**src/pkg/dpf_defines.svh**
```systemverilog
`ifndef DPF_DEFINES_SVH
`define DPF_DEFINES_SVH

// Device register indices on the partition-controller interface
`define DPF_RA_CTRL       3'h0
`define DPF_RA_KEY        3'h1
`define DPF_RA_SRC        3'h2
`define DPF_RA_ADDR_LO    3'h3
`define DPF_RA_ADDR_HI    3'h4
`define DPF_RA_BLIM       3'h5

// Control register fields
`define DPF_CTRL_OP_LSB   0
`define DPF_CTRL_OP_MSB   3
`define DPF_CTRL_PRIV     8
`define DPF_CTRL_PROT     9
`define DPF_CTRL_P2ACT    10
`define DPF_CTRL_SWDONE   11
`define DPF_CTRL_ERR      14
`define DPF_CTRL_START    15

// Flash operation select codes
`define DPF_OP_NOP        4'h0
`define DPF_OP_ROW_PROG   4'h2
`define DPF_OP_PAGE_ERASE 4'h3
`define DPF_OP_PART_ERASE 4'h4

// Unlock key values
`define DPF_KEY_FIRST     8'h55
`define DPF_KEY_SECOND    8'haa

// Partition addressing
`define DPF_PART_OFS      24'h400000
`define DPF_PART_SEL_BIT  22
`define DPF_PART_OFS_HI   16'h0040

// Boot sequence word layout
`define DPF_SEQ_TRUE_MSB  11
`define DPF_SEQ_TRUE_LSB  0
`define DPF_SEQ_COMP_MSB  23
`define DPF_SEQ_COMP_LSB  12

// Reset values
`define DPF_RST_KEY       16'h0000
`define DPF_RST_SRC       16'h0000
`define DPF_RST_BLIM      16'h0000

// Cycles one flash operation keeps the device busy
`define DPF_OP_CYCLES     16

// Controller APB map
`define DPF_HA_WRITE      8'h00
`define DPF_HA_READ       8'h04
`define DPF_HA_SWAP       8'h08
`define DPF_HA_STATUS     8'h0c
`define DPF_HA_IRQ_STAT   8'h10
`define DPF_HA_IRQ_CLR    8'h14
`define DPF_HA_IRQ_EN     8'h18

// Controller command fields
`define DPF_HC_ADDR_LSB   16
`define DPF_HC_ADDR_MSB   18
`define DPF_HC_INACT_BIT  19

// Interrupt bits
`define DPF_IRQ_DONE      0
`define DPF_IRQ_OPEND     1
`define DPF_IRQ_SWAP      2

`endif

```
**src/pkg/dpf_pkg.sv**
```systemverilog
package dpf_pkg;

  typedef enum logic [2:0] {
    DPF_UL_IDLE  = 3'b001,
    DPF_UL_GOT1  = 3'b010,
    DPF_UL_ARMED = 3'b100
  } dpf_unlock_t;

  typedef enum logic [2:0] {
    DPF_H_IDLE = 3'b001,
    DPF_H_WAIT = 3'b010,
    DPF_H_SWAP = 3'b100
  } dpf_hstate_t;

  typedef struct packed {
    logic        init_done;
    logic        active_p2;
    logic        prot;
    logic        priv;
    dpf_unlock_t ul;
    logic [3:0]  op;
    logic        busy;
    logic        err;
    logic        swap_done;
    logic [23:0] addr;
    logic [15:0] src;
    logic [15:0] blim;
    logic [15:0] cnt;
    logic        ack;
    logic [15:0] rdata;
    logic        ers_page;
    logic        ers_part;
    logic        prog_row;
    logic        op_part2;
  } dpf_dev_st_t;

  typedef struct packed {
    dpf_hstate_t st;
    logic        req;
    logic        wr;
    logic [2:0]  addr;
    logic [15:0] data;
    logic        swap;
    logic        jump;
    logic [15:0] last_rd;
    logic        pready;
    logic        pslverr;
    logic [31:0] prdata;
    logic [2:0]  irq_st;
    logic [2:0]  irq_en;
    logic        irq;
    logic        busy_q;
    logic        swap_q;
  } dpf_host_st_t;

endpackage

```
**src/pkg/dpf_if.sv**
```systemverilog
`timescale 1ns/1ps
interface dpf_if;
  logic        req;           // Register access strobe, one cycle
  logic        wr;            // Access is a write
  logic [2:0]  addr;          // Register index
  logic [15:0] wdata;         // Write data
  logic        ack;           // Access answered, one cycle
  logic [15:0] rdata;         // Read data, valid with ack
  logic        swap_instr;    // Partition swap instruction executed
  logic        jump_instr;    // Jump that follows the swap
  logic        dev_busy;      // Flash operation in progress
  logic        dev_swap_done; // Soft swap done flag
  logic        dev_active_p2; // Second partition active flag

  modport dev (
    input  req, wr, addr, wdata, swap_instr, jump_instr,
    output ack, rdata, dev_busy, dev_swap_done, dev_active_p2
  );
  modport host (
    output req, wr, addr, wdata, swap_instr, jump_instr,
    input  ack, rdata, dev_busy, dev_swap_done, dev_active_p2
  );
endinterface

```
**src/logic/dpf_dev.sv**
```systemverilog
// What this block does
// Inactive partition writable without stalling fetch
// Operation select offers whole inactive partition erase
// Firmware adds 0x400000 for inactive partition images
// Boot sequence word: 24 bits, 12-bit number
// True in 11:0, complement in 23:12
// Reset activates partition with lower valid number
// One invalid picks other; both invalid partition 1
// Swap instruction exchanges partitions, jump follows it
// Software writes 0x55 then 0xAA first
// Swap without unlock acts as no-operation
// Soft swap keeps state, no configuration reload
// Swap sets done flag; active flag shown
// Software disables interrupts around the swap
// Protected mode blocks erase/write of partition 1
// Privileged mode locks boot segment limit writes
// Key register write-only, low byte, reads zero
// Row source pointer holds 16-bit RAM address
// Unlock needs consecutive key writes, then swap
//
// Chosen here: the register offsets and register access over APB.
`timescale 1ns/1ps
`include "dpf_defines.svh"
module dpf_dev #(
  parameter int OP_CYCLES = `DPF_OP_CYCLES
) (
  input  wire logic        pclk,             // System clock
  input  wire logic        presetn,          // Async reset, active low
  input  wire logic        ce,               // Clock enable
  input  wire logic [23:0] seq_word_p1,      // Partition 1 boot sequence word
  input  wire logic [23:0] seq_word_p2,      // Partition 2 boot sequence word
  input  wire logic        mode_protected,   // Protected dual partition strap
  input  wire logic        mode_privileged,  // Privileged dual partition strap
  dpf_if.dev               bus,              // Core side
  output logic             active_p2,        // Partition 2 is active
  output logic             flash_page_erase, // Page erase start pulse
  output logic             flash_part_erase, // Partition erase start pulse
  output logic             flash_row_prog,   // Row program start pulse
  output logic             flash_op_part2,   // Operation targets partition 2
  output logic [23:0]      flash_op_addr,    // Operation address
  output logic [15:0]      flash_src_addr,   // RAM source of row data
  output logic [15:0]      boot_limit        // Boot segment limit
);

  if (OP_CYCLES < 1 || OP_CYCLES > 65535) begin : g_bad_cycles
    $error("dpf_dev: OP_CYCLES out of range");
  end

  localparam logic [15:0] OP_CNT = 16'(OP_CYCLES);

  dpf_pkg::dpf_dev_st_t s_r;
  dpf_pkg::dpf_dev_st_t s_nxt;

  function automatic logic seq_ok(input logic [23:0] w);
    seq_ok = (w[`DPF_SEQ_COMP_MSB:`DPF_SEQ_COMP_LSB] ==
              ~w[`DPF_SEQ_TRUE_MSB:`DPF_SEQ_TRUE_LSB]);
  endfunction

  function automatic logic pick_p2(input logic [23:0] w1,
                                   input logic [23:0] w2);
    logic v1;
    logic v2;
    v1 = seq_ok(w1);
    v2 = seq_ok(w2);
    if (v1 && v2)
      pick_p2 = (w2[`DPF_SEQ_TRUE_MSB:`DPF_SEQ_TRUE_LSB] <
                 w1[`DPF_SEQ_TRUE_MSB:`DPF_SEQ_TRUE_LSB]);
    else
      pick_p2 = v2 && !v1;
  endfunction

  always_comb begin
    logic tgt_p2;
    logic start_ok;
    tgt_p2   = ~s_r.active_p2;
    start_ok = 1'b0;
    s_nxt = s_r;
    s_nxt.ack      = 1'b0;
    s_nxt.ers_page = 1'b0;
    s_nxt.ers_part = 1'b0;
    s_nxt.prog_row = 1'b0;
    if (!s_r.init_done) begin
      // Straps and sequence words are caught once, after reset release
      s_nxt.init_done = 1'b1;
      s_nxt.active_p2 = pick_p2(seq_word_p1, seq_word_p2);
      s_nxt.prot      = mode_protected;
      s_nxt.priv      = mode_privileged;
    end else begin
      if (s_r.busy) begin
        if (s_r.cnt == 16'h0001)
          s_nxt.busy = 1'b0;
        s_nxt.cnt = s_r.cnt - 16'h0001;
      end
      if (bus.req) begin
        s_nxt.ack = 1'b1;
        // Anything but the expected key write breaks the sequence
        s_nxt.ul  = dpf_pkg::DPF_UL_IDLE;
        if (bus.wr) begin
          case (bus.addr)
            `DPF_RA_KEY: begin
              if (bus.wdata[7:0] == `DPF_KEY_FIRST)
                s_nxt.ul = dpf_pkg::DPF_UL_GOT1;
              else if (bus.wdata[7:0] == `DPF_KEY_SECOND &&
                       s_r.ul == dpf_pkg::DPF_UL_GOT1)
                s_nxt.ul = dpf_pkg::DPF_UL_ARMED;
            end
            `DPF_RA_CTRL: begin
              if (!bus.wdata[`DPF_CTRL_SWDONE])
                s_nxt.swap_done = 1'b0;
              if (bus.wdata[`DPF_CTRL_START] && !s_r.busy) begin
                s_nxt.op  = bus.wdata[`DPF_CTRL_OP_MSB:`DPF_CTRL_OP_LSB];
                s_nxt.err = 1'b0;
                case (s_nxt.op)
                  `DPF_OP_PART_ERASE:
                    start_ok = 1'b1;
                  `DPF_OP_ROW_PROG, `DPF_OP_PAGE_ERASE:
                    // Active partition is fetched from, so only the
                    // inactive half may be touched
                    start_ok = s_r.addr[`DPF_PART_SEL_BIT];
                  default:
                    start_ok = 1'b0;
                endcase
                if (s_r.prot && !tgt_p2)
                  start_ok = 1'b0;
                if (start_ok) begin
                  s_nxt.busy     = 1'b1;
                  s_nxt.cnt      = OP_CNT;
                  s_nxt.op_part2 = tgt_p2;
                  s_nxt.ers_part = (s_nxt.op == `DPF_OP_PART_ERASE);
                  s_nxt.ers_page = (s_nxt.op == `DPF_OP_PAGE_ERASE);
                  s_nxt.prog_row = (s_nxt.op == `DPF_OP_ROW_PROG);
                end else if (s_nxt.op != `DPF_OP_NOP) begin
                  s_nxt.err = 1'b1;
                end
              end
            end
            `DPF_RA_SRC: begin
              if (!s_r.busy)
                s_nxt.src = bus.wdata;
            end
            `DPF_RA_ADDR_LO: begin
              if (!s_r.busy)
                s_nxt.addr[15:0] = bus.wdata;
            end
            `DPF_RA_ADDR_HI: begin
              if (!s_r.busy)
                s_nxt.addr[23:16] = bus.wdata[7:0];
            end
            `DPF_RA_BLIM: begin
              if (!s_r.priv)
                s_nxt.blim = bus.wdata;
            end
            default: begin
            end
          endcase
        end else begin
          case (bus.addr)
            `DPF_RA_CTRL: begin
              s_nxt.rdata = 16'h0000;
              s_nxt.rdata[`DPF_CTRL_START]  = s_r.busy;
              s_nxt.rdata[`DPF_CTRL_ERR]    = s_r.err;
              s_nxt.rdata[`DPF_CTRL_SWDONE] = s_r.swap_done;
              s_nxt.rdata[`DPF_CTRL_P2ACT]  = s_r.active_p2;
              s_nxt.rdata[`DPF_CTRL_PROT]   = s_r.prot;
              s_nxt.rdata[`DPF_CTRL_PRIV]   = s_r.priv;
              s_nxt.rdata[`DPF_CTRL_OP_MSB:`DPF_CTRL_OP_LSB] = s_r.op;
            end
            `DPF_RA_KEY:     s_nxt.rdata = 16'h0000;
            `DPF_RA_SRC:     s_nxt.rdata = s_r.src;
            `DPF_RA_ADDR_LO: s_nxt.rdata = s_r.addr[15:0];
            `DPF_RA_ADDR_HI: s_nxt.rdata = {8'h00, s_r.addr[23:16]};
            `DPF_RA_BLIM:    s_nxt.rdata = s_r.blim;
            default:         s_nxt.rdata = 16'h0000;
          endcase
        end
      end
      if (bus.swap_instr) begin
        // Swapping under a running operation would retarget it, so
        // that case is refused like a missing unlock
        if (s_r.ul == dpf_pkg::DPF_UL_ARMED && !s_r.busy) begin
          // Only the partition map flips; nothing else is reloaded
          s_nxt.active_p2 = ~s_r.active_p2; // see R8
          s_nxt.swap_done = 1'b1;
        end
        // Otherwise a plain no-operation
        s_nxt.ul = dpf_pkg::DPF_UL_IDLE;
      end
    end
  end

  always_ff @(posedge pclk or negedge presetn) begin
    if (!presetn) begin
      s_r           <= '0;
      s_r.ul        <= dpf_pkg::DPF_UL_IDLE;
      s_r.src       <= `DPF_RST_SRC;
      s_r.blim      <= `DPF_RST_BLIM;
    end else if (ce) begin
      s_r <= s_nxt;
    end
  end

  assign bus.ack           = s_r.ack;
  assign bus.rdata         = s_r.rdata;
  assign bus.dev_busy      = s_r.busy;
  assign bus.dev_swap_done = s_r.swap_done;
  assign bus.dev_active_p2 = s_r.active_p2;
  assign active_p2         = s_r.active_p2;
  assign flash_page_erase  = s_r.ers_page;
  assign flash_part_erase  = s_r.ers_part;
  assign flash_row_prog    = s_r.prog_row;
  assign flash_op_part2    = s_r.op_part2;
  assign flash_op_addr     = s_r.addr;
  assign flash_src_addr    = s_r.src;
  assign boot_limit        = s_r.blim;

endmodule

```
**src/flat_wrapper.sv**
```systemverilog
// flat-port wrapper written by rule: the top's interface ports become plain ports
module dpf_dev_flat 
#(
  parameter int OP_CYCLES = `DPF_OP_CYCLES
)
  (pclk, presetn, ce, seq_word_p1, seq_word_p2, mode_protected, mode_privileged, active_p2, flash_page_erase, flash_part_erase, flash_row_prog, flash_op_part2, flash_op_addr, flash_src_addr, boot_limit, bus_req, bus_wr, bus_addr, bus_wdata, bus_swap_instr, bus_jump_instr, bus_ack, bus_rdata, bus_dev_busy, bus_dev_swap_done, bus_dev_active_p2);
  dpf_if bus_i ();
  input  wire logic pclk;
  input  wire logic presetn;
  input  wire logic ce;
  input  wire logic [23:0] seq_word_p1;
  input  wire logic [23:0] seq_word_p2;
  input  wire logic mode_protected;
  input  wire logic mode_privileged;
  output logic active_p2;
  output logic flash_page_erase;
  output logic flash_part_erase;
  output logic flash_row_prog;
  output logic flash_op_part2;
  output logic [23:0] flash_op_addr;
  output logic [15:0] flash_src_addr;
  output logic [15:0] boot_limit;
  input wire logic [$bits(bus_i.req)-1:0] bus_req;
  input wire logic [$bits(bus_i.wr)-1:0] bus_wr;
  input wire logic [$bits(bus_i.addr)-1:0] bus_addr;
  input wire logic [$bits(bus_i.wdata)-1:0] bus_wdata;
  input wire logic [$bits(bus_i.swap_instr)-1:0] bus_swap_instr;
  input wire logic [$bits(bus_i.jump_instr)-1:0] bus_jump_instr;
  output wire logic [$bits(bus_i.ack)-1:0] bus_ack;
  output wire logic [$bits(bus_i.rdata)-1:0] bus_rdata;
  output wire logic [$bits(bus_i.dev_busy)-1:0] bus_dev_busy;
  output wire logic [$bits(bus_i.dev_swap_done)-1:0] bus_dev_swap_done;
  output wire logic [$bits(bus_i.dev_active_p2)-1:0] bus_dev_active_p2;
  assign bus_i.req = bus_req;
  assign bus_i.wr = bus_wr;
  assign bus_i.addr = bus_addr;
  assign bus_i.wdata = bus_wdata;
  assign bus_i.swap_instr = bus_swap_instr;
  assign bus_i.jump_instr = bus_jump_instr;
  assign bus_ack = bus_i.ack;
  assign bus_rdata = bus_i.rdata;
  assign bus_dev_busy = bus_i.dev_busy;
  assign bus_dev_swap_done = bus_i.dev_swap_done;
  assign bus_dev_active_p2 = bus_i.dev_active_p2;
  dpf_dev #(.OP_CYCLES(OP_CYCLES)) u_core (.pclk(pclk), .presetn(presetn), .ce(ce), .seq_word_p1(seq_word_p1), .seq_word_p2(seq_word_p2), .mode_protected(mode_protected), .mode_privileged(mode_privileged), .bus(bus_i), .active_p2(active_p2), .flash_page_erase(flash_page_erase), .flash_part_erase(flash_part_erase), .flash_row_prog(flash_row_prog), .flash_op_part2(flash_op_part2), .flash_op_addr(flash_op_addr), .flash_src_addr(flash_src_addr), .boot_limit(boot_limit));
endmodule
```
**config.mk**
```make
export PLATFORM = sky130hd
export DESIGN_NAME = dpf_dev_flat
export DESIGN_NICKNAME = d
export VERILOG_FILES = /design/src/pkg/dpf_pkg.sv /design/src/pkg/dpf_if.sv /design/src/logic/dpf_dev.sv /design/src/flat_wrapper.sv
export VERILOG_INCLUDE_DIRS = /design/src /design/src/pkg
export SDC_FILE = /design/constraint.sdc
export NUM_CORES = 1
export LEC_CHECK = 0
export ABC_AREA = 1
export CAP_MARGIN = 20
export CORE_MARGIN = 2
export CORE_UTILIZATION = 55
export CTS_BUF_LIST = sky130_fd_sc_hd__clkbuf_4
export CTS_CLUSTER_DIAMETER = 150
export CTS_CLUSTER_SIZE = 28
export DETAILED_ROUTE_END_ITERATION = 6
export DONT_BUFFER_PORTS = 1
export GPL_TIMING_DRIVEN = 0
export PLACE_DENSITY = 0.82
export SLEW_MARGIN = 10
export SYNTH_ARGS = -nofsm -noshare
export SYNTH_HDL_FRONTEND = slang
export SYNTH_SLANG_ARGS = --single-unit
```
**constraint.sdc**
```tcl
create_clock -name pclk -period 2.9 [get_ports pclk]
set_input_delay 0.58 -clock pclk [delete_from_list [all_inputs] [get_ports pclk]]
set_output_delay 0.58 -clock pclk [all_outputs]
set_load 0.01 [all_outputs]
```
Yosys cells after proc, flatten, opt, wreduce, memory -nomap -nowiden
Cells that the tools add are included.
{"block": "classes", "n_lt_le_gt_ge": 1, "n_reduce_logical": 23, "eq_ne": 17, "n_mux": 46, "n_bitwise": 7, "add_sub_neg": 1}
{"operator": "$mux 16", "count": 11}
{"operator": "$mux 103", "count": 1}
{"operator": "$mux 82", "count": 1}
{"operator": "$pmux 16 s5", "count": 1}
{"operator": "$reduce_and 6->1", "count": 5}
{"operator": "$eq 12x12->1", "count": 2}
{"operator": "$not 12->12", "count": 2}
{"operator": "$mux 21", "count": 1}
{"operator": "$mux 1", "count": 18}
{"operator": "$eq 16x1->1 const B", "count": 1}
{"operator": "$mux 4", "count": 4}
{"operator": "$mux 8", "count": 2}
{"operator": "$sub 16x1->16 const B", "count": 1}
{"operator": "$lt 12x12->1", "count": 1}
{"operator": "$mux 3", "count": 4}
{"operator": "$eq 3x2->1 const B", "count": 3}
{"operator": "$eq 3x3->1 const B", "count": 3}
{"operator": "$eq 4x2->1 const B", "count": 2}
{"operator": "$eq 8x7->1 const B", "count": 1}
{"operator": "$eq 8x8->1 const B", "count": 1}
{"operator": "$mux 7", "count": 1}
{"operator": "$reduce_and 7->1", "count": 1}
{"operator": "$logic_and 1x1->1", "count": 6}
{"operator": "$mux 6", "count": 1}
{"operator": "other kinds (13)", "count": 21}
{"block": "word_totals", "output_inout_bits": 81, "word_cells": 115, "reg_bits": 107, "input_bits": 76}

Logic depth before layout (Yosys ltp)
Gate-level depths: netlist of the first run.
{"block": "depth", "word_depth": 16, "mapped_depth": 11, "depth_no_buf": 11}

Least setup slack after synthesis of the first run
No wires, ideal clock.
{"block": "synth_timing", "kind": "input to register", "startpoint": "input ce", "endpoint": "register u_core.s_r[22] (netlist name)", "t_required_ns": 2.782, "t_arrival_ns": 1.579, "setup_ns": 0.118, "stages": 8, "slack_ns": 1.203, "path_cell_list": "nand2_4 inv_6 nand2_4 nor3_4 nand4_4 buf_6 o211ai_2 inv_1"}
{"block": "synth_between", "elab_chain_cells": 1}
{"element": "start, declared", "line_no": "flat_wrapper.sv:10", "rtl": "input wire logic ce;"}
{"element": "$reduce_and 2->1 (no line)"}
{"element": "end signal, assigned", "line_no": "dpf_dev.sv:198", "rtl": "s_r <= s_nxt;"}
{"element": "end, declared", "line_no": "dpf_dev.sv:51", "rtl": "dpf_pkg::dpf_dev_st_t s_r;"}
No other way between the ends.
A chain may end at the register's enable or synchronous reset.

Final worst setup path of the first run
{"block": "layout_timing", "startpoint": "register u_core.s_r[106] (netlist name)", "endpoint": "register u_core.s_r, in the netlist u_core.bus.rdata[15]"}
{"block": "layout_between", "elab_chain_cells": 1}
{"element": "$reduce_and 4->1 (no line)"}
No other way between the ends.

==> results.json, run 1 <==
{
  "drive_gt1_share_pct": 15.04,
  "crit_type": "reg2reg",
  "postSynthAreaPerCell_um2": 7.806,
  "synth_edf_count": 0,
  "yosysWarningCount": 0,
  "first_pass_iters": 6,
  "relSlewSlack_pct": 57.00,
  "place.gp.congestion": 0.9344,
  "final_nets": 883,
  "core_area_um2": 10840,
  "die_w_um": 109.4,
  "grt_antenna_before_repair": 0,
  "path_cells": "nand2_4 > inv_6 > nand2_4 > nor2_2 > inv_1 > clkbuf_1 > nand2_1 > o21ai_0",
  "final_cell_mix": "234 x nand2_1, 106 x dfrtp_1, 82 x inv_1",
  "post_cts_buffers": 0,
  "p_per_area_nw_per_um2": 536.4,
  "wl_met3_mm": 1.581,
  "drc": 0,
  "rr_endpoint": "u_core.bus.rdata[15]$_DFFE_PN0P_",
  "placed_area_um2": 6287,
  "final_common_cell": "nand2_1",
  "hpwl_mm": 11.24,
  "final_area_um2": 6410,
  "end_kind": "register",
  "clk_path_buf_depth": 2,
  "fin_ws_ns": 0.8442,
  "period_share_pct": 70.89,
  "leakagePower_uw": 0.003451,
  "cts_tree": "done",
  "whs_ns": -0.2368,
  "numCtsBuffers": 9,
  "async_flop_share_pct": 100.0,
  "setup.reg_to_reg.worst_slack_ns": 0.84,
  "diodes": 0,
  "rows": 38,
  "clkSlewWorstSetupHoldPaths_ns": 0.19,
  "htree_levels": 3,
  "rsz0062_at_grt": "false",
  "timing.fmax_ghz": 0.4864,
  "startpoint": "u_core.s_r[106]$_DFFE_PN0P_",
  "worst_ir_drop_vdd_mv": 0.3522,
  "top_layer_used": "met4",
  "wl_met1_mm": 6.056,
  "place_ws_ns": 0.8160,
  "start_kind": "register",
  "syn-cell-area_um2": 6112,
  "crit_family": "simple AND/OR/NAND/NOR gates",
  "wl_met2_mm": 6.998,
  "num_vias": 5091,
  "crit_path_frequent_cell": "nand2_4",
  "finClkSkew_ns": 0.02803,
  "r2r-start": "u_core.s_r[106]$_DFFE_PN0P_",
  "required_ns": 3.25,
  "cts_sinks": 107,
  "fin_setup_tns_ns": 0,
  "cp_num_buf_inv": 3,
  "ys_types": 43,
  "grt-ovfl-total": 0,
  "ff2ff_path_depth": 8,
  "ys_seq_area_share_pct": 43.83,
  "grt_pass1_vias": 4882,
  "synthesis.nets": 872,
  "slowest_delay_ns": 0.50,
  "synthFlopType": "dfrtp_1",
  "wl_per_cell_um": 16.06,
  "ant_nets": 0,
  "io_buffer_count": 0,
  "vias_per_cell": 5.428,
  "wl_mm": 15.06,
  "grt_max_degree": 108,
  "grt_first_pass_wirelength_mm": 23.81,
  "insertion_delay_ns": 0.47,
  "p_total_uw": 3438,
  "hold_viol_final": 107,
  "area_delta_synth_final_pct": 4.872,
  "die-area_um2": 11970,
  "slew_violations": 0,
  "period_needed_ns": 2.056,
  "violations": "negative hold slack",
  "die_y_um": 109.4,
  "worst_pin_slew_ns": 0.6450,
  "maxCapViolCount": 0,
  "grt_util_all_layers_pct": 25.84,
  "synth_cells": 783,
  "io_pins": 157,
  "cts_resized": 0,
  "initial_core_util_pct": 56.38,
  "drtIter0Drc": 338,
  "root_buffer": "clkbuf_4",
  "status": "complete, but fails checks",
  "cp.arrival_ns": 2.40,
  "slowest_stage": "dfrtp_1",
  "ys_seq_elements": 107,
  "setup_viol": 0,
  "worstPathMaxFanout": 10,
  "min_path_type": "in2async"
}
[report_power, final]
| part | switching [uW] | internal, uW | leakage, uW | total, uW |
|---|---|---|---|---|
| clock network | 529 | 191 | 0.0000693 | 720 |
| registers | 195 | 1710 | 0.00140 | 1900 |
| logic | 428 | 388 | 0.00199 | 816 |
| total | 1150 | 2290 | 0.00345 | 3440 |
[how the worst max path moves through the flow]
stage | end | cells after the start
after global routing | u_core.bus.rdata[2]$_DFFE_PN0P_ | 8
after floorplan | u_core.s_r[22]$_DFFE_PN0P_ | 8
after CTS | u_core.bus.rdata[15]$_DFFE_PN0P_ | 8
final | u_core.bus.rdata[15]$_DFFE_PN0P_ | 8
after global placement | u_core.bus.rdata[15]$_DFFE_PN0P_ | 8
after detailed placement | u_core.bus.rdata[15]$_DFFE_PN0P_ | 8
[per-stage QoR]
step	util, %	instances	hold slack [ns]
finish	59.13	938	-0.2368
global route	59.13	938	-0.2754
CTS	59.13	938	-0.2493
detailed placement	58.00	923	0.2870
global placement	58.00	923	0.2877
floorplan	-	783	0.2844
[final cells by class]
cell class / instances / area (um^2)
Tap cell: 140 / 175.2
Buffer: 89 / 630.6
Clock inverter: 6 / 55.05
Sequential cell: 107 / 2679
Multi-Input combinational cell: 502 / 2479
Inverter: 85 / 324.1
Fill cell: 1016 / 4431
Clock buffer: 9 / 67.56
[registers in the layout, summed over array words and instances (netlist names), 16 cells and up]
name / cells
u_core.s_r: 27
u_core.bus.rdata: 16
u_core.boot_limit: 16
u_core.flash_src_addr: 16
u_core.flash_op_addr: 24
[worst reg2reg max path, cell delays in order (launching register included)]
cell and delay, ns:
dfrtp_1 0.50, nand2_4 0.15, inv_6 0.12, nand2_4 0.08, nor2_2 0.40, inv_1 0.20, clkbuf_1 0.31, nand2_1 0.12
o21ai_0 0.08
[cells by family (layout without fill, tap and decap cells)]
kind of cell,after synthesis,count (layout),synth area share (%)
compound gates,110,110,10.01
xor+xnor,17,17,2.436
fa+ha+maj,13,13,2.661
buf+inv,174,189,15.62
flops,107,107,43.83
mux,1,1,0.1842
simple gates,361,361,25.26
[per-layer routing]
metal	track usage [%]	vias to the layer above
li1	-	2431
met1	33.78	2362
met2	41.58	265
met3	6.461	33
met4	9.675	0
met5	0	-
[cell usage after synthesis (3+ instances only)]
cell type  instances  area share (%)
xor2_1             9             1.3
buf_2              4            0.33
or2_2              5            0.51
o21ai_2            4            0.57
buf_4             73             9.0
xnor2_1            8             1.1
nand4_1           12             1.2
clkbuf_1           8            0.49
o21ai_1            3            0.25
nor3b_1            3            0.37
dfrtp_1          106              43
a22oi_1            3            0.37
ha_1              13             2.7
inv_1             82             5.0
o21ai_0           73             6.0
nand2_1          234              14
a211oi_1           5            0.61
nor2_1            57             3.5
nor3_1            11            0.90
nand2_4            5            0.92
a21oi_1           15             1.2
nand3_1           24             2.0
Note: power is estimated with default switching activity, not from simulation.
==> run 2: changes to the inputs <==
PLACE_DENSITY = 0.85   (was 0.82)
clock period = 1.8 ns   (was 2.9 ns; I/O delays follow)
==> results.json, run 2 (synthesis results as in run 1) <==
{
  "status": "complete, but fails checks",
  "violations": "negative hold slack",
  "crit_type": "reg2reg",
  "grt_util_all_layers_pct": 25.55,
  "maxCapViolCount": 0,
  "numCtsBuffers": 9,
  "worst_pin_slew_ns": 0.6176,
  "grt_max_degree": 108,
  "rr_endpoint": "u_core.boot_limit[7]$_DFFE_PN0P_",
  "setup.reg_to_reg.worst_slack_ns": 0.10,
  "num_vias": 5153,
  "hold_viol_final": 107,
  "top_layer_used": "met4",
  "leakagePower_uw": 0.003484,
  "end_kind": "register",
  "fin_setup_tns_ns": 0,
  "io_buffer_count": 0,
  "insertion_delay_ns": 0.48,
  "required_ns": 2.16,
  "seq_area_um2": 2680,
  "finClkSkew_ns": 0.03005,
  "min_path_type": "in2async",
  "wl_per_cell_um": 15.78,
  "cts_tree": "done",
  "slowest_delay_ns": 0.48,
  "multiInputGateArea_um2": 2484,
  "p_per_area_nw_per_um2": 859.9,
  "core_area_um2": 10840,
  "drtIter0Drc": 417,
  "ant_nets": 0,
  "final_common_cell": "nand2_1",
  "grt-ovfl-total": 0,
  "setup_viol": 0,
  "area_delta_synth_final_pct": 6.018,
  "hold_buffers": 2,
  "clkSlewWorstSetupHoldPaths_ns": 0.19,
  "wl_met3_mm": 1.415,
  "whs_ns": -0.4697,
  "die_w_um": 109.4,
  "clk_path_buf_depth": 2,
  "p_total_uw": 5572,
  "vias_per_cell": 5.464,
  "period_needed_ns": 1.699,
  "relSlewSlack_pct": 58.83,
  "htree_levels": 3,
  "final_cell_mix": "234 x nand2_1, 105 x dfrtp_1, 82 x inv_1",
  "root_buffer": "clkbuf_4",
  "wl_met2_mm": 6.814,
  "startpoint": "u_core.s_r[106]$_DFFE_PN0P_",
  "hpwl_mm": 11.04,
  "grt_antenna_before_repair": 0,
  "slew_violations": 0,
  "wl_mm": 14.88,
  "ff2ff_path_depth": 9,
  "worstPathMaxFanout": 10,
  "critical_path.endpoint": "u_core.boot_limit[7]$_DFFE_PN0P_",
  "die-area_um2": 11970,
  "cts_sinks": 107,
  "period_share_pct": 94.37,
  "initial_core_util_pct": 56.38,
  "rows": 38,
  "place.gp.congestion": 0.9007,
  "path_cells": "nand2_4 > inv_6 > nand2_4 > inv_1 > nand2_1 > inv_1 > nand2_1 > clkbuf_2 > o21ai_0",
  "drive_gt1_share_pct": 15.94,
  "largest_reg_flops": 27,
  "io_pins": 157,
  "grt_first_pass_wirelength_mm": 23.33,
  "fillCellCount": 997,
  "largest_register": "u_core.s_r",
  "timing.fmax_ghz": 0.5887,
  "worst_ir_drop_vdd_mv": 0.4178,
  "slowest_stage": "dfrtp_2",
  "cp.arrival_ns": 2.06,
  "die_y_um": 109.4,
  "first_pass_iters": 5,
  "drc": 0,
  "final_nets": 887,
  "rsz0062_at_grt": "false",
  "diodes": 0,
  "start_kind": "register",
  "r2r-start": "u_core.s_r[106]$_DFFE_PN0P_",
  "wl_met1_mm": 6.203,
  "grt_pass1_vias": 4797
}
## run 2: per-stage QoR
stage	setup slack (ns)	utilization, %	cells	area (um^2)
finish	0.1013	59.78	943	6480
global route	0.0006641	59.78	943	6480
CTS	0.002832	59.71	943	6472
detailed placement	-0.2983	58.00	923	6287
global placement	-0.2552	58.00	923	6287
floorplan	0.2469	-	783	6112
## run 2: routing by layer
layer | vias to the layer above | track usage [%]
met5 | - | 0
met4 | 0 | 10.94
met2 | 239 | 40.08
met3 | 40 | 5.928
met1 | 2428 | 34.07
li1 | 2446 | -
## run 2: layout make-up
type                    instances  share of cell area, %
multi-input cells             502                  38.33
inverters                      85                  5.001
well taps                     140                  2.703
repair buffers                  4                 0.7337
clock buffers                  10                  1.159
flip-flops and latches        107                  41.36
clock inverters                 6                 0.8303
plain buffers                  89                  9.886
## run 2: timing repair
item                                    CTS  global route
resized for setup                         4             9
gates cloned                              0             0
setup buffers                             2             0
endpoints found under the setup margin   56            38
hold endpoints to repair                109           107
pin swaps                                 2             0
## run 2: worst max-delay path: cells and delay by family (launching register included)
| kind | cells | cell delay, ns |
|---|---|---|
| flops | 1 | 0.48 |
| simple gates | 4 | 0.52 |
| buf+inv | 4 | 0.47 |
| compound gates | 1 | 0.12 |
## run 2: worst min path at each step
stage,from,to,slack (ns),cells past startpoint
after floorplan,presetn,u_core.active_p2$_DFFE_PN0P_,0.06,0
after global placement,presetn,u_core.flash_op_addr[8]$_DFFE_PN0P_,0.07,0
after detailed placement,presetn,u_core.flash_src_addr[8]$_DFFE_PN0P_,0.07,0
after CTS,presetn,u_core.flash_src_addr[8]$_DFFE_PN0P_,-0.48,0
after global routing,presetn,u_core.flash_src_addr[8]$_DFFE_PN0P_,-0.49,0
final,presetn,u_core.flash_src_addr[8]$_DFFE_PN0P_,-0.47,0
## run 2: power by group
part / leakage [uW] / internal [uW] / switching (uW)
clock network: 0.0000699 / 328 / 863
logic: 0.00202 / 632 / 673
registers: 0.00140 / 2750 / 324
==> run 3: changes to the inputs <==
CORE_ASPECT_RATIO = 1.5   (was not set)
==> results.json, run 3 (synthesis results as in run 1) <==
{
  "status": "complete, but fails checks",
  "violations": "negative hold slack",
  "p_int_uw": 3978,
  "wl_per_cell_um": 15.90,
  "rsz0062_at_grt": "true",
  "path_cells": "nand2_4 > inv_6 > nand2_4 > inv_1 > nand2_1 > inv_1 > nand2_1 > buf_4 > nand2_1 > o21ai_1",
  "finClkSkew_ns": 0.02022,
  "timing.fmax_ghz": 0.5941,
  "num_vias": 5094,
  "fin_ws_ns": 0.1169,
  "final_cell_mix": "234 x nand2_1, 105 x dfrtp_1, 82 x inv_1",
  "largest_register": "u_core.s_r",
  "insertion_delay_ns": 0.49,
  "netSwitchingFraction_pct": 32.01,
  "relSlewSlack_pct": 57.09,
  "io_buffer_count": 0,
  "vias_per_cell": 5.340,
  "crit_path_frequent_cell": "nand2_1",
  "core_area_um2": 10940,
  "htree_levels": 3,
  "power_switching_uw": 1873,
  "clkSlewWorstSetupHoldPaths_ns": 0.17,
  "initial_core_util_pct": 55.88,
  "slowest_delay_ns": 0.48,
  "final_util_pct": 59.97,
  "hold_viol_final": 107,
  "rows": 47,
  "start_kind": "register",
  "period_needed_ns": 1.683,
  "final_nets": 890,
  "grt_antenna_before_repair": 1,
  "hpwl_mm": 11.47,
  "pwr-share-clk_pct": 24.8,
  "grt-ovfl-total": 0,
  "crit_family": "simple AND/OR/NAND/NOR gates",
  "crit_type": "reg2reg",
  "worstPathMaxFanout": 10,
  "instances_no_fill": 954,
  "place_ws_ns": -0.2462,
  "seqPwrFrac_pct": 52.5,
  "drc": 0,
  "root_buffer": "clkbuf_4",
  "required_ns": 2.21,
  "slew_violations": 0,
  "die_w_um": 90.08,
  "dp_cells": 930,
  "numCtsBuffers": 9,
  "wl_mm": 15.17,
  "maxCapViolCount": 0,
  "ant_nets": 0,
  "cts_sinks": 107,
  "io_pins": 157,
  "die_y_um": 133.1,
  "cp.arrival_ns": 2.09,
  "cts_tree": "done",
  "grt_max_degree": 108,
  "whs_ns": -0.4596,
  "place.gp.congestion": 0.9087,
  "drtIter0Drc": 359,
  "grt_util_all_layers_pct": 25.59,
  "end_kind": "register",
  "final_common_cell": "nand2_1",
  "pwr-share-comb_pct": 22.7,
  "worst_ir_drop_vdd_mv": 0.3365,
  "area_delta_synth_final_pct": 7.329,
  "first_pass_iters": 6,
  "cp_num_buf_inv": 4,
  "p_total_uw": 5851,
  "p_per_area_nw_per_um2": 892.0,
  "largest_reg_flops": 27,
  "grt_pass1_vias": 4976,
  "worst_pin_slew_ns": 0.6436,
  "slowest_stage": "dfrtp_2",
  "clk_path_buf_depth": 2,
  "die-area_um2": 11990,
  "min_path_type": "in2async",
  "drive_gt1_share_pct": 16.25,
  "hold_buffers": 4,
  "setup_viol": 0,
  "period_share_pct": 93.51,
  "grt_first_pass_wirelength_mm": 24.18,
  "leakagePower_uw": 0.003516
}
==> run 3: area by class of cell <==
type	instances	area [um^2]
Clock buffer	9	67.56
Inverter	85	324.1
Clock inverter	7	107.6
Antenna cell	1	2.502
Sequential cell	107	2680
Fill cell	997	4378
Buffer	89	643.1
Tap cell	147	183.9
Timing Repair Buffer	7	62.56
Multi-Input combinational cell	502	2489
==> run 3: repair_timing <==
item                                    in CTS  in global routing
resized for setup                            7                  8
setup buffers                                2                  1
endpoints found under the setup margin      57                 51
pin swaps                                    1                  1
hold endpoints to repair                   111                107
==> run 3: power by group through the flow <==
stage / sequential [uW] / combinational, uW / clock [uW]
CTS: 3060 / 1340 / 1450
finish: 3070 / 1330 / 1450
floorplan: 3010 / 1140 / 0
global route: 3110 / 1490 / 1540
detailed placement: 3110 / 1320 / 0
global placement: 3100 / 1270 / 0
==> run 3: worst paths after layout <==
path	from	to	slack, ns	cells past startpoint
setup / recovery	u_core.s_r[106]$_DFFE_PN0P_	u_core.boot_limit[14]$_DFFE_PN0P_	0.12	10
hold / removal	presetn	u_core.flash_row_prog$_DFFE_PN0P_	-0.46	0
setup reg to reg	u_core.s_r[106]$_DFFE_PN0P_	u_core.boot_limit[14]$_DFFE_PN0P_	0.12	10
hold reg to reg	u_core.bus.rdata[4]$_DFFE_PN0P_	u_core.bus.rdata[4]$_DFFE_PN0P_	0.50	2
max in group asynchronous	presetn	u_core.s_r[100]$_DFFE_PN1P_	2.03	0
min in group pclk	bus_wr	u_core.bus.rdata[7]$_DFFE_PN0P_	0.01	3
==> run 3: per-layer routing <==
metal / GRT usage [%] / up-vias / wire length [um]
met5: 0 / - / 0
li1: - / 2458 / -
met1: 28.48 / 2395 / 5555
met4: 10.17 / 0 / 369
met2: 46.78 / 217 / 8034
met3: 6.222 / 24 / 1207
==> run 3: through the flow <==
stage                     TNS (ns)  area, um^2
final                            0        6560
after global routing      -0.09944        6560
after CTS                        0        6541
after detailed placement    -4.948        6296
after global placement      -4.114        6296
after floorplan                  0        6112
